--- config.mk ---
export PLATFORM = sky130hd
export DESIGN_NAME = sensor_drive_gpio_port
export DESIGN_NICKNAME = d
export VERILOG_FILES = /design/src/core/sensor_drive_gpio_port.v
export VERILOG_INCLUDE_DIRS = /design/src /design/src/core
export SDC_FILE = /design/constraint.sdc
export NUM_CORES = 1
export LEC_CHECK = 0
export BUFFER_PORTS_ARGS = -buffer_cell sky130_fd_sc_hd__buf_2
export CORE_MARGIN = 5
export CORE_UTILIZATION = 39
export DETAILED_ROUTE_END_ITERATION = 10
export PLACE_DENSITY = 0.76
export SLEW_MARGIN = 25
export SYNTH_ARGS = -nofsm -noshare
export SYNTH_HDL_FRONTEND = slang
export SYNTH_SLANG_ARGS = --single-unit
--- constraint.sdc ---
create_clock -name pclk -period 1.7 [get_ports pclk]
set_clock_uncertainty 0.2 [all_clocks]
set_input_delay 0.34 -clock pclk [delete_from_list [all_inputs] [get_ports pclk]]
set_output_delay 0.34 -clock pclk [all_outputs]
set_load 0.02 [all_outputs]
--- src/core/gpio_port_defs.vh ---
`ifndef GPIO_PORT_DEFS_VH
`define GPIO_PORT_DEFS_VH

// register byte addresses on the apb bus
`define ADDR_PORT_OUTPUT_CONTROL 12'h000
`define ADDR_PIN_LEVEL_REGISTER  12'h004
`define ADDR_CHIP_MODE_REGISTER  12'h008

// port_output_control fields
`define OUT_DATA_LSB 1
`define OUT_DATA_MSB 2
`define OUT_DIR_LSB  4
`define OUT_DIR_MSB  5

// chip_mode_register fields
`define MODE_REF_OUT_BIT 0
`define MODE_REF_IN_BIT  1

// reset values
`define RST_PORT_OUTPUT_CONTROL 8'h30
`define RST_CHIP_MODE_REGISTER  8'h00

`endif

--- src/core/sensor_drive_gpio_port.v ---
`timescale 1ns/1ps
`default_nettype none
`include "gpio_port_defs.vh"

module sensor_drive_gpio_port (
    input  wire        pclk,
    input  wire        presetn,
    input  wire        psel,
    input  wire        penable,
    input  wire        pwrite,
    input  wire [11:0] paddr,
    input  wire [31:0] pwdata,
    output wire        pready,
    output wire        pslverr,
    output reg  [31:0] prdata,
    input  wire        port_pin_zero_in,
    output wire        port_pin_zero_out,
    output wire        port_pin_zero_oe,
    input  wire        port_pin_one_in,
    output wire        port_pin_one_out,
    output wire        port_pin_one_oe,
    output wire        reference_monitor_out_select,
    output wire        external_reference_in_select
);

////////////////////////////////////////////////////////////////////////////////
reg  [7:0] port_output_control;
reg  [7:0] chip_mode_register;
reg  [1:0] sync1;
reg  [1:0] sync2;
reg  [1:0] sync3;
reg  [1:0] pin_level_register;
wire       wr_en;
wire       rd_en;
wire       addr_ok;
wire [1:0] dir;
wire [1:0] dat;
wire [1:0] bypass;
wire [2:0] reg_hit;
reg  [7:0] next_port_output_control;
reg  [7:0] next_chip_mode_register;
reg  [31:0] next_prdata;
reg  [1:0] next_pin_level_register;

////////////////////////////////////////////////////////////////////////////////
// one-hot register select: bit 0 output control, bit 1 pin level, bit 2 mode.
// a full compare costs a few gates but keeps aliases of the words from answering
function [2:0] reg_select;
    input [11:0] addr;
    begin
        case (addr)
            `ADDR_PORT_OUTPUT_CONTROL: reg_select = 3'b001;
            `ADDR_PIN_LEVEL_REGISTER:  reg_select = 3'b010;
            `ADDR_CHIP_MODE_REGISTER:  reg_select = 3'b100;
            default:                   reg_select = 3'b000;
        endcase
    end
endfunction

// widen an 8-bit register to the bus word with zero upper bits
function [31:0] bus_word;
    input [7:0] value;
    begin
        bus_word = {24'h00_0000, value};
    end
endfunction

// pin zero can be handed to the reference monitor output, pin one to the
// external reference input; each select claims only its own pin
function [1:0] mode_bypass;
    input [7:0] mode;
    begin
        mode_bypass = {mode[`MODE_REF_IN_BIT], mode[`MODE_REF_OUT_BIT]};
    end
endfunction

// a pin drives only when its direction bit is set and the analog path
// has not claimed it
function pin_drive_enable;
    input dir_bit;
    input bypass_bit;
    begin
        pin_drive_enable = dir_bit & ~bypass_bit;
    end
endfunction

// the drive value is forced low while the driver is off, so a released
// pin never shows stale data on the output net
function pin_drive_value;
    input data_bit;
    input enable;
    begin
        pin_drive_value = data_bit & enable;
    end
endfunction

////////////////////////////////////////////////////////////////////////////////
// zero wait states: every access completes in its first access cycle
assign pready  = 1'b1;
assign reg_hit = reg_select(paddr);
assign wr_en   = psel & penable & pwrite;
assign rd_en   = psel & ~penable & ~pwrite;
assign addr_ok = |reg_hit;
// unmapped addresses answer with an error in the access phase
assign pslverr = psel & penable & ~addr_ok;

////////////////////////////////////////////////////////////////////////////////
// register writes; the input register has no write path at all
always @* begin
    next_port_output_control = port_output_control;
    next_chip_mode_register  = chip_mode_register;
    if (wr_en) begin
        if (reg_hit[0]) begin
            next_port_output_control = pwdata[7:0];
        end
        if (reg_hit[2]) begin
            next_chip_mode_register = pwdata[7:0];
        end
        // a write that hits the pin level register changes nothing
    end
end

always @(posedge pclk or negedge presetn) begin
    if (!presetn) begin
        port_output_control <= `RST_PORT_OUTPUT_CONTROL;
        chip_mode_register  <= `RST_CHIP_MODE_REGISTER;
    end else begin
        port_output_control <= next_port_output_control;
        chip_mode_register  <= next_chip_mode_register;
    end
end

////////////////////////////////////////////////////////////////////////////////
// read data registered during setup so it is stable for the access phase
always @* begin
    next_prdata = prdata;
    if (rd_en) begin
        case (reg_hit)
            3'b001:  next_prdata = bus_word(port_output_control);
            3'b010:  next_prdata = bus_word({6'h00, pin_level_register});
            3'b100:  next_prdata = bus_word(chip_mode_register);
            default: next_prdata = 32'h0000_0000;
        endcase
    end
end

always @(posedge pclk or negedge presetn) begin
    if (!presetn) begin
        prdata <= 32'h0000_0000;
    end else begin
        prdata <= next_prdata;
    end
end

////////////////////////////////////////////////////////////////////////////////
// pins are asynchronous; a level counts once stages two and three agree.
// no filtering beyond this, so noisy inputs need an external filter.
always @(posedge pclk or negedge presetn) begin
    if (!presetn) begin
        sync1 <= 2'b00;
        sync2 <= 2'b00;
        sync3 <= 2'b00;
    end else begin
        sync1 <= {port_pin_one_in, port_pin_zero_in};
        sync2 <= sync1;
        sync3 <= sync2;
    end
end

// per pin: a level is taken only where the last two stages agree, so one
// pin settling never holds back the other
always @* begin
    next_pin_level_register = pin_level_register;
    if (sync2[0] == sync3[0]) begin
        next_pin_level_register[0] = sync3[0];
    end
    if (sync2[1] == sync3[1]) begin
        next_pin_level_register[1] = sync3[1];
    end
end

always @(posedge pclk or negedge presetn) begin
    if (!presetn) begin
        pin_level_register <= 2'b00;
    end else begin
        pin_level_register <= next_pin_level_register;
    end
end

////////////////////////////////////////////////////////////////////////////////
// pin drive
assign dir    = port_output_control[`OUT_DIR_MSB:`OUT_DIR_LSB];
assign dat    = port_output_control[`OUT_DATA_MSB:`OUT_DATA_LSB];
assign bypass = mode_bypass(chip_mode_register);

// a bypassed pin belongs to the analog path, so the digital driver lets go
assign port_pin_zero_oe  = pin_drive_enable(dir[0], bypass[0]);
assign port_pin_one_oe   = pin_drive_enable(dir[1], bypass[1]);
assign port_pin_zero_out = pin_drive_value(dat[0], port_pin_zero_oe);
assign port_pin_one_out  = pin_drive_value(dat[1], port_pin_one_oe);

assign reference_monitor_out_select = bypass[0];
assign external_reference_in_select = bypass[1];

endmodule
`default_nettype wire

==> flow_metrics.py <==
metrics = {
    "sta": {
        "setup_violations": 27,
        "rsz0062_at_grt": "yes",
        "min_period_ps": 2003,
        "fmax_ghz": 0.4992,
        "finalWorstSetupSlack_ps": -303.3,
        "drv_slew": 0,
        "hold_violations": 0,
        "finalCritPeriodShare": 1.178,
        "setup_tns_ps": -5347,
        "holdWs_ps": 106.6,
    },
    "worst_setup_path": {
        "required_ps": 1160,
        "arrival_ps": 1460,
        "start_kind": "primary input",
        "path_class": "primary input to primary output",
        "end_kind": "primary output",
        "cp_max_fo": 2,
    },
    "floorplanning": {
        "fp.dieW_um": 73.33,
        "start_util": 0.3967,
        "dieArea_um2": 5377,
        "num_rows": 23,
        "ioPinCount": 91,
        "core_um2": 3943,
        "fp.dieH_um": 73.33,
    },
    "power_and_ir_drop": {
        "power_leakage_nw": 1.118,
        "peakVddDrop_mv": 0.6766,
        "power_density_nw_per_um2": 765.5,
    },
    "cells_and_area": {
        "n_fill_cell": 329,
        "utilization": 0.5497,
        "diodes": 0,
        "stdcell_area_um2": 2167,
        "fin_cells": 234,
        "layout.nets": 234,
        "drive_above_1_share": 0.5435,
        "syn_to_final_growth_pct": 38.56,
    },
    "routing": {
        "wire_per_inst_um": 13.98,
        "wl_um": 3272,
        "drc": 0,
        "first_pass_iters": 4,
        "via_per_inst": 4.671,
        "ant_nets": 0,
        "vias": 1093,
        "drtIter0Drc": 22,
    },
    "global_routing": {
        "grt_usage": 0.1298,
        "grt_pass1_wl_um": 5333,
        "antenna_found_initial": 0,
        "grt_pass1_vias": 1109,
        "grt_max_degree": 33,
        "grt_overflow": 0,
    },
    "run": {
        "drv_cap": 0,
    },
    "yosys": {
        "syn_area_um2": 1564,
        "ys_seq_elements": 32,
        "syn_area_per_cell_um2": 12.41,
        "synth_seq_area_share": 0.5136,
        "ys_warn_count": 0,
        "synth_cell_type_count": 26,
        "postSynthCellCount": 126,
    },
    "cts": {
        "cts_tree": "done",
        "htree_levels": 2,
        "clk_path_buf_depth": 2,
        "clock_sinks": 32,
        "cts_buffers": 5,
        "path_clk_slew_ps": 70,
        "root_buffer": "clkbuf_8",
        "clk_latency_ps": 280,
    },
    "run_status": {
        "violations": "setup timing",
        "outcome": "finished with violations",
    },
    "min_path": {
        "hold_class": "primary input to flop",
    },
    "place": {
        "hpwl_um": 2327,
        "numPortBuffers": 41,
        "place_area_um2": 1800,
        "dp_cells": 218,
        "place_congestion": 0.7048,
    },
}
[cells by family after synthesis]
group	share of synthesized area
AOI/OAI and AO/OA	0.06320
adders and majority gates	0.01280
buffers and inverters	0.1360
DFF	0.5136
muxes	0.1664
other	0.004802
and+or+nand+nor	0.1032
[worst max-delay path, cell delays in order]
cell and delay [ps]:
buf_6 90, or4_4 540, o311a_1 360, buf_6 130
[registers in the layout, summed over array words and instances (netlist names)]
signal,flops
prdata,8
pin_level_register,2
chip_mode_register,8
sync1,2
sync3,2
port_output_control,8
sync2,2
[cell type report]
| cell class | count | area, um2 | share of cell area |
|---|---|---|---|
| clock buffer | 5 | 68.82 | 0.03176 |
| timing repair buffer | 58 | 395.4 | 0.1824 |
| sequential | 32 | 803.3 | 0.3707 |
| tap | 50 | 62.56 | 0.02887 |
| clock inverter | 3 | 42.54 | 0.01963 |
| multi-input combinational | 86 | 794.5 | 0.3666 |
[placed cells by master (no fill, tap or decap), types with 3 or more instances in the layout]
cell type      count
clkbuf_8           5
mux2_4            16
buf_4             10
dfrtp_1           30
dlygate4sd3_1      3
mux2i_1            8
buf_2             36
buf_6              8
o31ai_2            5
nand2_1            8
conb_1            25
[where the power goes]
group / internal, mW / switching, mW
combinational: 0.0611 / 0.108
clock: 0.433 / 0.276
sequential: 0.774 / 0.00596
[cell usage after synthesis]
cell type	n	area (um2)
or3_1	2	12.51
mux2_2	15	168.9
nand4_1	1	6.260
a211o_1	1	8.760
a2bb2oi_1	2	17.52
buf_2	2	10.01
or3b_2	1	8.760
maj3_1	2	20.02
buf_4	25	187.7
o311a_1	1	10.01
clkbuf_1	3	11.26
o31ai_1	6	45.04
or2_2	1	6.260
nor4_4	2	42.54
dfstp_2	2	52.55
nand2_1	8	30.03
nor2b_1	3	18.77
conb_1	2	7.510
mux2i_1	8	80.08
or4_1	2	15.01
and2_1	2	12.51
nand4b_1	1	8.760
dfrtp_1	30	750.7
o41ai_1	2	17.52
mux2_1	1	11.26
buf_1	1	3.750
[per-layer routing]
layer,wire (um),GRT usage
met1,1341,0.1715
met2,1572,0.1976
met3,320,0.04925
met4,38,0.04024
met5,0,0
[through the flow]
step	total power, mW	setup WS [ps]
after detailed placement	0.9435	-467.3
after global placement	0.9417	-461.1
after global routing	1.725	-322.1
after floorplan	0.9224	-444.0
final	1.659	-303.3
after CTS	1.671	-310.6
[repair_timing]
| action | CTS | global route |
|---|---|---|
| pin swaps | 5 | 4 |
| hold buffers | 3 | 0 |
| hold endpoints to repair | 32 | 0 |
| endpoints found under the setup margin | 26 | 27 |
| resized for setup | 34 | 7 |
| setup buffers | 4 | 1 |
| gates cloned | 0 | 0 |
[worst paths after layout]
kind	from	to	slack, ps	depth (start not counted)
max in group asynchronous	presetn	port_output_control[4]$_DFFE_PN1P_	580	3
hold / removal	pwdata[6]	chip_mode_register[6]$_DFFE_PN0P_	110	2
hold reg to reg	sync1[0]$_DFF_PN0_	sync2[0]$_DFF_PN0_	150	0
setup reg to reg	chip_mode_register[1]$_DFFE_PN0P_	prdata[1]$_DFFE_PN0P_	370	3
setup / recovery	paddr[9]	pslverr	-300	4
min in group asynchronous	presetn	chip_mode_register[3]$_DFFE_PN0P_	400	3
(Power assumes the default switching activity.)
